<file path="config.mk">
export PLATFORM = sky130hd
export DESIGN_NAME = lbf_fault_regs
export DESIGN_NICKNAME = d
export VERILOG_FILES = /design/src/lbf_fault_regs.v
export VERILOG_INCLUDE_DIRS = /design/src
export SDC_FILE = /design/constraint.sdc
export NUM_CORES = 1
export LEC_CHECK = 0
export BUFFER_PORTS_ARGS = -buffer_cell sky130_fd_sc_hd__buf_4
export CELL_PAD_IN_SITES_DETAIL_PLACEMENT = 1
export CELL_PAD_IN_SITES_GLOBAL_PLACEMENT = 1
export CORE_ASPECT_RATIO = 1.5
export CORE_UTILIZATION = 27
export DETAILED_ROUTE_END_ITERATION = 12
export PLACE_DENSITY = 0.59
export SLEW_MARGIN = 20
export SYNTH_ARGS = -nofsm -noshare
export SYNTH_HDL_FRONTEND = slang
export SYNTH_SLANG_ARGS = --single-unit
</file>
<file path="constraint.sdc">
create_clock -name core_clk_i -period 1.15 [get_ports core_clk_i]
set_clock_uncertainty 0.15 [all_clocks]
set_input_delay 0.1725 -clock core_clk_i [delete_from_list [all_inputs] [get_ports core_clk_i]]
set_output_delay 0.1725 -clock core_clk_i [all_outputs]
set_load 0.01 [all_outputs]
</file>
<file path="src/lbf_map.vh">
/*
 * Register map, field positions and reset values for the LED driver
 * fault status register bank.
 * Assumes inclusion by bare name from the design file.
 */
`ifndef LBF_MAP_VH
`define LBF_MAP_VH

`define LBF_ADDR_W          8
`define LBF_DATA_W          16
`define LBF_BOOST_OFS       8'h10
`define LBF_LED_OFS         8'h12
`define LBF_RST             16'h0000

// Boost fault register: flag bit, clear bit one below.
`define LBF_B_THERMAL       15
`define LBF_B_ISET          13
`define LBF_B_STRRES        11
`define LBF_B_MODERES       9
`define LBF_B_FREQRES       7
`define LBF_B_OCP           5
`define LBF_B_OVPH          3
`define LBF_B_OVPL          1
`define LBF_B_NFAULT        8

// LED fault register fields.
`define LBF_L_RSVD          15
`define LBF_L_TIMEOUT       14
`define LBF_L_BADCFG        12
`define LBF_L_STRING        10
`define LBF_L_GND           8
`define LBF_L_SHORT         7
`define LBF_L_OPEN          6
`define LBF_L_RSVD_LO       4
`define LBF_L_CHAN0         0
`define LBF_NCHAN           4

`endif

</file>
<file path="src/lbf_fault_regs.v">
/*
 * Fault status register bank: boost fault register and LED fault
 * register with latched flags, paired clear bits and read-only
 * detail flags.
 * Assumes fault event inputs are synchronous pulses or levels from the
 * fault detectors on core_clk_i, and a simple register port driven by
 * a host interface on the same clock.
 */
// Strobed register access was chosen for this implementation.
// Functional notes
// - Write one to flag and clear together
// - Boost bit 15 reports thermal shutdown
// - Bit 14 clears thermal flag
// - Bits 13/12 current resistor short flag/clear
// - Bits 11/10 string resistor missing flag/clear
// - Bits 9/8 mode resistor missing flag/clear
// - Bits 7/6 frequency resistor missing flag/clear
// - Bits 5/4 boost overcurrent flag/clear
// - Bits 3/2 high overvoltage flag/clear
// - Bit 1 low overvoltage flag
// - Bit 0 clears low overvoltage flag
// - LED bit 15 reserved, reads zero
// - Bits 14/13 serial timeout flag/clear
// - Bits 12/11 bad string config flag/clear
// - Bits 10/9 aggregate string fault flag/clear
// - Bit 8 read-only ground short detail
// - Bit 7 read-only internal short detail
// - Bit 6 read-only open string detail
// - Short and open clear with aggregate
`timescale 1ns/1ps
`include "lbf_map.vh"

module lbf_fault_regs (
    input  wire        core_clk_i,
    input  wire        resetn_i,
    input  wire [7:0]  reg_addr_i,
    input  wire [15:0] reg_wdata_i,
    input  wire        reg_wr_i,
    input  wire        reg_rd_i,
    output reg  [15:0] reg_rdata_o,
    input  wire [7:0]  boost_fault_evt_i,
    input  wire        timeout_evt_i,
    input  wire        bad_cfg_evt_i,
    input  wire        ground_short_evt_i,
    input  wire        internal_short_evt_i,
    input  wire        open_string_evt_i,
    input  wire [3:0]  chan_fault_evt_i,
    output reg         fault_pending_o
);

    // ******************************************************************
    // Boost fault register
    // ******************************************************************
    // boost_fault_evt_i index: 7 thermal, 6 current resistor short,
    // 5 string resistor, 4 mode resistor, 3 frequency resistor,
    // 2 overcurrent, 1 high overvoltage, 0 low overvoltage.
    reg  [15:0] boost_fault_flags_r;
    wire        wr_boost;
    wire        wr_led;

    assign wr_boost = reg_wr_i && (reg_addr_i == `LBF_BOOST_OFS);
    assign wr_led   = reg_wr_i && (reg_addr_i == `LBF_LED_OFS);

    genvar g;
    generate
        for (g = 0; g < `LBF_B_NFAULT; g = g + 1) begin : g_boost
            wire clr_hit;
            assign clr_hit = wr_boost && reg_wdata_i[2*g+1]
                             && reg_wdata_i[2*g];
            // Flag sits at 2g+1 clear at 2g.
            always @(posedge core_clk_i or negedge resetn_i) begin
                if (!resetn_i) begin
                    boost_fault_flags_r[2*g+1] <= 1'b0;
                end else if (boost_fault_evt_i[g]) begin
                    boost_fault_flags_r[2*g+1] <= 1'b1;
                end else if (clr_hit) begin
                    boost_fault_flags_r[2*g+1] <= 1'b0;
                end
            end
            // The clear bit is storage only; a lone write of it keeps
            // the flag set, so software can read back what it wrote.
            always @(posedge core_clk_i or negedge resetn_i) begin
                if (!resetn_i) begin
                    boost_fault_flags_r[2*g] <= 1'b0;
                end else if (wr_boost) begin
                    boost_fault_flags_r[2*g] <= reg_wdata_i[2*g];
                end
            end
        end
    endgenerate

    // ******************************************************************
    // LED fault register
    // ******************************************************************
    reg         timeout_flag_r;
    reg         timeout_clr_r;
    reg         bad_cfg_flag_r;
    reg         bad_cfg_clr_r;
    reg         string_fault_flag_r;
    reg         string_fault_clr_r;
    reg         ground_short_r;
    reg         internal_short_r;
    reg         open_string_r;
    reg  [3:0]  chan_fault_r;
    wire        string_evt;
    wire        string_clr;
    wire [15:0] led_fault_flags;

    assign string_evt = ground_short_evt_i | internal_short_evt_i
                        | open_string_evt_i;
    assign string_clr = wr_led && reg_wdata_i[`LBF_L_STRING]
                        && reg_wdata_i[`LBF_L_STRING-1];

    always @(posedge core_clk_i or negedge resetn_i) begin
        if (!resetn_i) begin
            timeout_flag_r      <= 1'b0;
            timeout_clr_r       <= 1'b0;
            bad_cfg_flag_r      <= 1'b0;
            bad_cfg_clr_r       <= 1'b0;
            string_fault_flag_r <= 1'b0;
            string_fault_clr_r  <= 1'b0;
        end else begin
            if (timeout_evt_i) begin
                timeout_flag_r <= 1'b1;
            end else if (wr_led && reg_wdata_i[`LBF_L_TIMEOUT]
                         && reg_wdata_i[`LBF_L_TIMEOUT-1]) begin
                timeout_flag_r <= 1'b0;
            end
            if (bad_cfg_evt_i) begin
                bad_cfg_flag_r <= 1'b1;
            end else if (wr_led && reg_wdata_i[`LBF_L_BADCFG]
                         && reg_wdata_i[`LBF_L_BADCFG-1]) begin
                bad_cfg_flag_r <= 1'b0;
            end
            if (string_evt) begin
                string_fault_flag_r <= 1'b1;
            end else if (string_clr) begin
                string_fault_flag_r <= 1'b0;
            end
            if (wr_led) begin
                timeout_clr_r      <= reg_wdata_i[`LBF_L_TIMEOUT-1];
                bad_cfg_clr_r      <= reg_wdata_i[`LBF_L_BADCFG-1];
                string_fault_clr_r <= reg_wdata_i[`LBF_L_STRING-1];
            end
        end
    end

    // Detail flags are read-only; only the aggregate clear write touches them.
    // Ground short is cleared with the aggregate too, so the detail
    // never outlives the summary flag that raised the indication.
    always @(posedge core_clk_i or negedge resetn_i) begin
        if (!resetn_i) begin
            ground_short_r   <= 1'b0;
            internal_short_r <= 1'b0;
            open_string_r    <= 1'b0;
        end else begin
            if (ground_short_evt_i) begin
                ground_short_r <= 1'b1;
            end else if (string_clr) begin
                ground_short_r <= 1'b0;
            end
            if (internal_short_evt_i) begin
                internal_short_r <= 1'b1;
            end else if (string_clr) begin
                internal_short_r <= 1'b0;
            end
            if (open_string_evt_i) begin
                open_string_r <= 1'b1;
            end else if (string_clr) begin
                open_string_r <= 1'b0;
            end
        end
    end

    generate
        for (g = 0; g < `LBF_NCHAN; g = g + 1) begin : g_chan
            always @(posedge core_clk_i or negedge resetn_i) begin
                if (!resetn_i) begin
                    chan_fault_r[g] <= 1'b0;
                end else if (chan_fault_evt_i[g]) begin
                    chan_fault_r[g] <= 1'b1;
                end else if (string_clr) begin
                    chan_fault_r[g] <= 1'b0;
                end
            end
        end
    endgenerate

    // Bits 5:4 read zero whatever software writes there.
    assign led_fault_flags = {1'b0,
                              timeout_flag_r, timeout_clr_r,
                              bad_cfg_flag_r, bad_cfg_clr_r,
                              string_fault_flag_r, string_fault_clr_r,
                              ground_short_r, internal_short_r,
                              open_string_r, 2'b00,
                              chan_fault_r};

    // ******************************************************************
    // Read port and fault indication
    // ******************************************************************
    always @(posedge core_clk_i or negedge resetn_i) begin
        if (!resetn_i) begin
            reg_rdata_o <= `LBF_RST;
        end else if (reg_rd_i) begin
            if (reg_addr_i == `LBF_BOOST_OFS) begin
                reg_rdata_o <= boost_fault_flags_r;
            end else if (reg_addr_i == `LBF_LED_OFS) begin
                reg_rdata_o <= led_fault_flags;
            end else begin
                reg_rdata_o <= `LBF_RST;
            end
        end else begin
            reg_rdata_o <= `LBF_RST;
        end
    end

    // Indication follows the latched boost flags and the three LED summary flags, not the channel flags, so the paired clear write
    // drops it in the cycle after the flag falls.
    always @(posedge core_clk_i or negedge resetn_i) begin
        if (!resetn_i) begin
            fault_pending_o <= 1'b0;
        end else begin
            fault_pending_o <= (|(boost_fault_flags_r & 16'haaaa))
                               | timeout_flag_r | bad_cfg_flag_r
                               | string_fault_flag_r;
        end
    end

endmodule

</file>
# [Yosys cells after proc, flatten, opt, wreduce, memory -nomap -nowiden]
# Cells that the tools add are included.
[totals] wordCells=113 reg_bits=46 input_bits=45 out_inout_bits=17
[classes] n_eq_ne=2 bitwise=5 muxes=32 reduce_logical=43
[op_table] operator="$reduce_bool A2 Y1" count=18
[op_table] operator="$mux W16" count=2
[op_table] operator="$mux W1" count=29
[op_table] operator="$logic_and A1 B1 Y1" count=24
[op_table] operator="$eq A8 B5 Y1 const B" count=2
[op_table] operator="$mux W15" count=1
[op_table] operator="$reduce_or A8 Y1" count=1
[op_table] operator="$or A1 B1 Y1" count=5

# [Depth between registers and ports, before layout]
# Gate-level depths: netlist of the first run.
[depth] ltp_word=6 depth_mapped=5

# [Least setup slack after synthesis of the first run]
# Ideal clock, no wire load.
[synth_timing] path_type="input -> register" from="input port reg_addr_i[5]" to="register boost_fault_flags_r[0]" arrival_ns=1.225 path_stages=5 setup_ns=0.125 path_slack_ns=-0.351 n_path_buf=2 path_cell_list="nor4b_4 -> and3b_1 -> buf_6 -> buf_12 -> mux2_4"
[synth_via] elab_chain_cells=2
[synth_lines] item="start, declared" line_no="lbf_fault_regs.v:36" rtl="input wire [7:0] reg_addr_i,"
[synth_lines] item="$eq A8 B5 Y1 (no line)"
[synth_lines] item="$logic_and A1 B1 Y1" line_no="lbf_fault_regs.v:61" rtl="assign wr_boost = reg_wr_i && (reg_addr_i == `LBF_BOOST_OFS);"
[synth_lines] item="end signal, assigned by index" line_no="lbf_fault_regs.v:86" rtl="boost_fault_flags_r[2*g] <= reg_wdata_i[2*g];"
[synth_lines] item="end, declared" line_no="lbf_fault_regs.v:57" rtl="reg [15:0] boost_fault_flags_r;"
# Every way passes these cells.
# A chain may end at the register's enable or synchronous reset.

# [Worst setup path in the final report of the first run]
[layout_timing] from="input port reg_addr_i[0]" to="register boost_fault_flags_r[10]"
# The elaborated chain is that of the path after synthesis.

==> impl_metrics.env, run 1 <==
export IMPL_r2r_cells=2
export IMPL_outcome="complete, but fails checks"
export IMPL_design_portCount=62
export IMPL_yosysWarnings=0
export IMPL_r2r_slack_ns=0.05
export IMPL_ys_ff_latch=46
export IMPL_fin_util_pct=47.1
export IMPL_hold_end="boost_fault_flags_r[13]$_DFFE_PN0P_"
export IMPL_path_clk_slew_ns=0.08
export IMPL_drc=0
export IMPL_synth_distinct_cells=22
export IMPL_cap_violations=0
export IMPL_cts_buffers=5
export IMPL_grt_util_met2_pct=29.2
export IMPL_die_width_um=69.9
export IMPL_start_kind="input pin"
export IMPL_hold_depth=3
export IMPL_finalHoldViolCount=0
export IMPL_routed_wl_mm=5.33
export IMPL_powerDensity_nw_per_um2=1040
export IMPL_start_util_pct=28.4
export IMPL_rsz0062_at_grt="yes"
export IMPL_total_power_mw=3.22
export IMPL_die_h_um=104
export IMPL_cts_sinks=46
export IMPL_critPathKind="in2reg"
export IMPL_ant_nets=0
export IMPL_dp_cells=296
export IMPL_num_rows=36
export IMPL_cts_root_buf="clkbuf_8"
export IMPL_use_met1_pct=16.0
export IMPL_nets=302
export IMPL_track_usage_pct=15.5
export IMPL_fin_crit_ns=1.23
export IMPL_syn_nets=192
export IMPL_power_leakage_nw=1.42
export IMPL_fin_ws_ns=-0.0776
export IMPL_cp_required_ns=1.19
export IMPL_port_buffers=61
export IMPL_synth_top_cell_by_area="dfrtp_1"
export IMPL_setup_violations_final=14
export IMPL_syn_area_per_cell_sq_um=12.7
export IMPL_violations="setup timing"
export IMPL_period_share_pct=107
export IMPL_synth_top_area_share_pct=61.7
export IMPL_slowest_delay_ns=0.30
export IMPL_layout_drive_gt1_share_pct=42.2
export IMPL_drv_slew=0
export IMPL_dr_pass1_iters=4
export IMPL_multi_input_area_sq_um=737
export IMPL_clock_latency_ns=0.30
export IMPL_synthTopCellsByCount="46 x dfrtp_1, 29 x nor2_1, 13 x mux2i_1"
export IMPL_maxSlewHeadroom_pct=74.2
export IMPL_vias_per_cell=4.59
export IMPL_path_max_fanout=8
export IMPL_ys_flop_type="dfrtp_1"
export IMPL_grt_first_pass_wirelength_mm=8.67
export IMPL_slowest_stage="mux2_4"
export IMPL_seq_area_sq_um=1150
export IMPL_nFillCells=704
export IMPL_fmax_ghz=0.815
export IMPL_cts_tree="yes"
export IMPL_hpwl_mm=3.68
export IMPL_timing_rr_start="boost_fault_flags_r[11]$_DFFE_PN0P_"
export IMPL_grt_max_degree=21
export IMPL_synthesis_area_sq_um=1870
export IMPL_r2r_end="fault_pending_o$_DFF_PN0_"
export IMPL_coreArea_sq_um=6580
export IMPL_crit_chain="buf_6, nor4b_4, and3b_2, buf_12, mux2_4"
export IMPL_grt_busiest_layer="met2"
export IMPL_synth_area_leaders="dfrtp_1 62%, mux2i_1 7.0%, nor2_1 5.8%, mux2_2 5.4%, a21o_1 2.8%"
export IMPL_clock_path_buffers=2
export IMPL_synth_edf_count=0
export IMPL_htreeDepth=2
export IMPL_holdCritPathClass="in2reg"
export IMPL_endpoint_kind="flop"
export IMPL_tightest_slew_ns=0.384
export IMPL_yosysSeqAreaShare_pct=61.7
export IMPL_use_met3_pct=3.31
export IMPL_arrival_ns=1.27
export IMPL_dieArea_sq_um=7260
export IMPL_hold_path_startpoint="boost_fault_evt_i[6]"
export IMPL_place_congestion=0.697
export IMPL_reg_top3="boost_fault_flags_r x16, reg_rdata_o x16, chan_fault_r x4"
export IMPL_grt_pass1_vias=1787
export IMPL_num_vias=1532
export IMPL_instances_no_fill=334
export IMPL_synthMostInstantiatedCell="dfrtp_1"
export IMPL_drt_iter0_drc=21
export IMPL_overflow=0
export IMPL_synthCells=147
export IMPL_antenna_found_initial=0
export IMPL_wire_per_inst_um=16.0
export IMPL_area_delta_synth_final_pct=66.0
export IMPL_ir_worst_vdd_mv=0.759
export IMPL_synthArstFlopShare_pct=100
export IMPL_diodes=0
-- through the flow --
stage	hold WS [ns]	setup slack, ns	TNS [ns]	instance area (sq um)
final	0.00190	-0.0776	-0.764	3100
after global routing	0.0136	-0.108	-1.31	3100
after CTS	0.00123	-0.106	-0.970	3000
after detailed placement	-0.0722	-0.476	-13.36	2530
after global placement	-0.0748	-0.420	-11.80	2530
after floorplan	-0.273	-0.347	-4.72	1870
-- what timing repair did --
action	CTS	global route
endpoints found under the setup margin	18	49
pin swaps	5	2
hold buffers	26	1
gates resized for setup	17	23
hold endpoints to repair	72	2
gates cloned	1	1
buffers inserted	1	1
-- area by class of cell --
class / instances / share of cell area [%]
clock buffer: 7 / 2.46
clock inverter: 1 / 0.969
tap: 76 / 3.07
sequential: 46 / 37.2
multi-input combinational: 96 / 23.8
timing repair buffer: 108 / 32.6
-- critical path: cells and delay by family --
family	cells	cell delay (ns)
buffers and inverters	2	0.25
AND/OR/NAND/NOR	2	0.54
multiplexers	1	0.30
-- metal layers --
metal  up-vias  share of wire [%]  routed length, um
met3        10                4.2                223
met5         -                  0                  0
met2        48                 55               2940
met4         0                2.3                121
li1        731                  -                  -
met1       743                 38               2050
-- how the worst max path moves through the flow --
stage                  startpoint                                   to  slack, ns  cells after the start
detailed placement  reg_addr_i[3]  boost_fault_flags_r[10]$_DFFE_PN0P_      -0.48                      5
floorplan           reg_addr_i[5]   boost_fault_flags_r[0]$_DFFE_PN0P_      -0.35                      5
global placement    reg_addr_i[3]   boost_fault_flags_r[4]$_DFFE_PN0P_      -0.42                      5
global route        reg_addr_i[0]  boost_fault_flags_r[10]$_DFFE_PN0P_      -0.11                      5
finish              reg_addr_i[0]  boost_fault_flags_r[10]$_DFFE_PN0P_      -0.08                      5
CTS                 reg_addr_i[0]  boost_fault_flags_r[10]$_DFFE_PN0P_      -0.11                      5
-- cell families (layout without fill, tap and decap cells) --
family                 after synthesis  count (layout)  share of synthesized area [%]
AND/OR/NAND/NOR                     54              54                           15.3
flip-flops                          46              46                           61.7
multiplexers                        24              24                           14.0
AO/OA/AOI/OAI                       18              18                           6.50
buffers and inverters                5             116                           2.48
-- where the power goes --
group / total, mW / switching, mW / internal, mW / leakage (nW)
registers: 1.65 / 0.0120 / 1.64 / 0.541
logic: 0.382 / 0.144 / 0.238 / 0.822
clock network: 1.19 / 0.537 / 0.651 / 0.0524
total: 3.22 / 0.692 / 2.52 / 1.42
-- cells in the final DEF (no fill, tap or decap), drive strengths merged --
| cell type | netlist | routed |
|---|---|---|
| a21oi | 8 | 8 |
| dfrtp | 46 | 46 |
| o22a | 2 | 2 |
| nand3 | 4 | 4 |
| mux2i | 13 | 13 |
| bufinv | 0 | 1 |
| nor4b | 2 | 2 |
| and3 | 1 | 1 |
| a2111o | 1 | 1 |
| nor2 | 29 | 29 |
| nor3b | 3 | 3 |
| a21o | 7 | 7 |
| nand3b | 2 | 2 |
| nand2 | 8 | 8 |
| mux2 | 11 | 11 |
| buf | 5 | 82 |
| dlygate4sd3 | 0 | 26 |
| and3b | 1 | 1 |
| nor3 | 2 | 2 |
| clkbuf | 0 | 7 |
| nor4 | 2 | 2 |
(Power assumes the default switching activity.)
==> run 2: changes to the inputs <==
--- a/config.mk
+++ b/config.mk
@@ -12,7 +12,7 @@
 export CORE_ASPECT_RATIO = 1.5
 export CORE_UTILIZATION = 27
 export DETAILED_ROUTE_END_ITERATION = 12
-export PLACE_DENSITY = 0.59
+export PLACE_DENSITY_LB_ADDON = 0.1
 export SLEW_MARGIN = 20
 export SYNTH_ARGS = -nofsm -noshare
 export SYNTH_HDL_FRONTEND = slang
==> run 2 against run 1 <==
  * The run still ends with setup timing left
  * Die area is the same
  * Worst setup slack worse by 0.032 ns
  * Combinational power increased by 3%
  * Wire length fell by 0.43%
  * Core utilization rose by 1.4 points
  * Flip-flop and latch count unchanged
  * Power shrank 4.8%
==> impl_metrics.env, run 2 (same netlist as run 1, synthesis figures left out) <==
export IMPL_num_rows=36
export IMPL_violations="setup timing"
export IMPL_outcome="complete, but fails checks"
export IMPL_overflow=0
export IMPL_top_layer_used="met4"
export IMPL_port_buffers=61
export IMPL_cts_buffers=5
export IMPL_dp_cells=294
export IMPL_diodes=0
export IMPL_layout_commonest_cell="buf_4"
export IMPL_reg_top3="boost_fault_flags_r x16, reg_rdata_o x16, chan_fault_r x4"
export IMPL_fin_crit_ns=1.26
export IMPL_routed_wl_mm=5.31
export IMPL_critPathKind="in2reg"
export IMPL_setup_violations_final=17
export IMPL_power_leakage_nw=1.47
export IMPL_finalSetupTns_ns=-1.17
export IMPL_antenna_found_initial=0
export IMPL_pwr_share_seq_pct=53.8
export IMPL_r2r_slack_ns=0.02
export IMPL_wire_per_inst_um=15.7
export IMPL_comb_power_share_pct=12.8
export IMPL_clock_path_buffers=2
export IMPL_layout_drive_gt1_share_pct=48.1
export IMPL_wl_met2_mm=2.88
export IMPL_num_vias=1543
export IMPL_cts_tree="yes"
export IMPL_place_congestion=0.820
export IMPL_tightest_slew_ns=0.322
export IMPL_die_h_um=104
export IMPL_holdCritPathClass="in2reg"
export IMPL_cpLargestDelayFamily="simple AND/OR/NAND/NOR gates"
export IMPL_hpwl_mm=3.78
export IMPL_cts_sinks=46
export IMPL_finalHoldViolCount=0
export IMPL_p_sw_uw=701
export IMPL_dr_pass1_iters=3
export IMPL_hold_ws_ns=0.0197
export IMPL_powerDensity_nw_per_um2=960
export IMPL_period_share_pct=110
export IMPL_rsz0062_at_grt="yes"
export IMPL_total_power_mw=3.06
export IMPL_drv_slew=0
export IMPL_endpoint_kind="flop"
export IMPL_start_kind="input pin"
export IMPL_design_portCount=62
export IMPL_grt_first_pass_wirelength_mm=8.78
export IMPL_path_clk_slew_ns=0.08
export IMPL_dieArea_sq_um=7260
export IMPL_p_clk_share_pct=33.4
export IMPL_wl_met1_mm=2.16
export IMPL_track_usage_pct=15.7
export IMPL_grt_pass1_vias=1694
export IMPL_final_cell_mix="55 x buf_4, 45 x dfrtp_1, 26 x dlygate4sd3_1, 26 x buf_6, 17 x nor2_1"
export IMPL_die_width_um=69.9
export IMPL_coreArea_sq_um=6580
export IMPL_cp_required_ns=1.18
export IMPL_htreeDepth=2
export IMPL_pre_cts_ws_ns=-0.501
export IMPL_area_delta_synth_final_pct=70.8
export IMPL_slowest_delay_ns=0.31
export IMPL_maxSlewHeadroom_pct=78.3
export IMPL_ant_nets=0
export IMPL_p_int_mw=2.36
export IMPL_instances_no_fill=338
export IMPL_path_max_fanout=8
export IMPL_start_util_pct=28.4
export IMPL_fmax_ghz=0.794
export IMPL_vias_per_cell=4.57
export IMPL_drc=0
export IMPL_drt_iter0_drc=57
export IMPL_clock_latency_ns=0.30
export IMPL_wl_met3_um=190
export IMPL_grt_max_degree=28
export IMPL_slowest_stage="nor4b_4"
export IMPL_fin_ws_ns=-0.110
export IMPL_arrival_ns=1.29
export IMPL_swShare_pct=22.9
export IMPL_nets=306
export IMPL_cts_root_buf="clkbuf_8"
export IMPL_ir_worst_vdd_mv=0.399
export IMPL_crit_chain="buf_6, nor4b_4, and3b_2, buf_8, mux2_4"
export IMPL_cp_buffers_inverters=2
export IMPL_cap_violations=0
==> run 2: changes by cell type in the layout (fill, tap and decap cells not counted), sizes merged <==
cell | before | now
clkinv | 0 | 1
clkinvlp | 0 | 1
bufinv | 1 | 0
buf | 82 | 84
dlymetal6s4s | 0 | 1
==> run 2: tightest hold or removal path, stage by stage <==
cell and delay [ns]:
buf_4 0.08, nand2_1 0.04, nor2_1 0.08, a21oi_1 0.07
==> run 2: routing by layer <==
layer  vias up  GRT usage (%)
li1        738              -
met1       755           19.3
met2        43           27.4
met3         7           2.82
met4         0           5.14
met5         -              0
==> run 2: final timing paths <==
kind | cells past startpoint | to | from
worst max-delay path | 5 | boost_fault_flags_r[12]$_DFFE_PN0P_ | reg_addr_i[5]
worst min register to register | 1 | ground_short_r$_DFFE_PN0P_ | ground_short_r$_DFFE_PN0P_
max in group asynchronous | 3 | reg_rdata_o[13]$_DFF_PN0_ | resetn_i
min in group asynchronous | 2 | chan_fault_r[1]$_DFFE_PN0P_ | resetn_i
worst min-delay path | 4 | boost_fault_flags_r[15]$_DFFE_PN0P_ | reg_wdata_i[15]
worst max register to register | 2 | fault_pending_o$_DFF_PN0_ | boost_fault_flags_r[15]$_DFFE_PN0P_
==> run 2: through the flow <==
stage               utilization [%]  cell area (sq um)
global placement               38.0               2500
global route                   48.5               3190
detailed placement             38.0               2500
finish                         48.5               3190
CTS                            44.9               2960
floorplan                         -               1870
==> run 2: area by class of cell <==
cell class / instances / area [sq um]
clock inverters: 2 / 12.5
repair buffers: 112 / 1050
multi-input cells: 96 / 793
clock buffers: 6 / 82.6
flip-flops and latches: 46 / 1150
well taps: 76 / 95.1
fillers: 699 / 3390
==> run 2: power groups by stage <==
| stage | clock network, mW | logic [mW] | registers (mW) |
|---|---|---|---|
| finish | 1.02 | 0.392 | 1.65 |
| global route | 1.15 | 0.428 | 1.65 |
| CTS | 1.07 | 0.384 | 1.65 |
| detailed placement | 0 | 0.298 | 1.68 |
| global placement | 0 | 0.292 | 1.68 |
| floorplan | 0 | 0.0816 | 1.68 |
==> run 2: repair_timing <==
item | 4_1_cts | 5_1_grt
setup buffers | 2 | 6
endpoints found under the hold margin | 73 | 0
gates cloned | 0 | 1
setup endpoints to repair | 26 | 58
gates resized for setup | 19 | 44
hold buffers | 27 | 0
pin swaps | 5 | 15
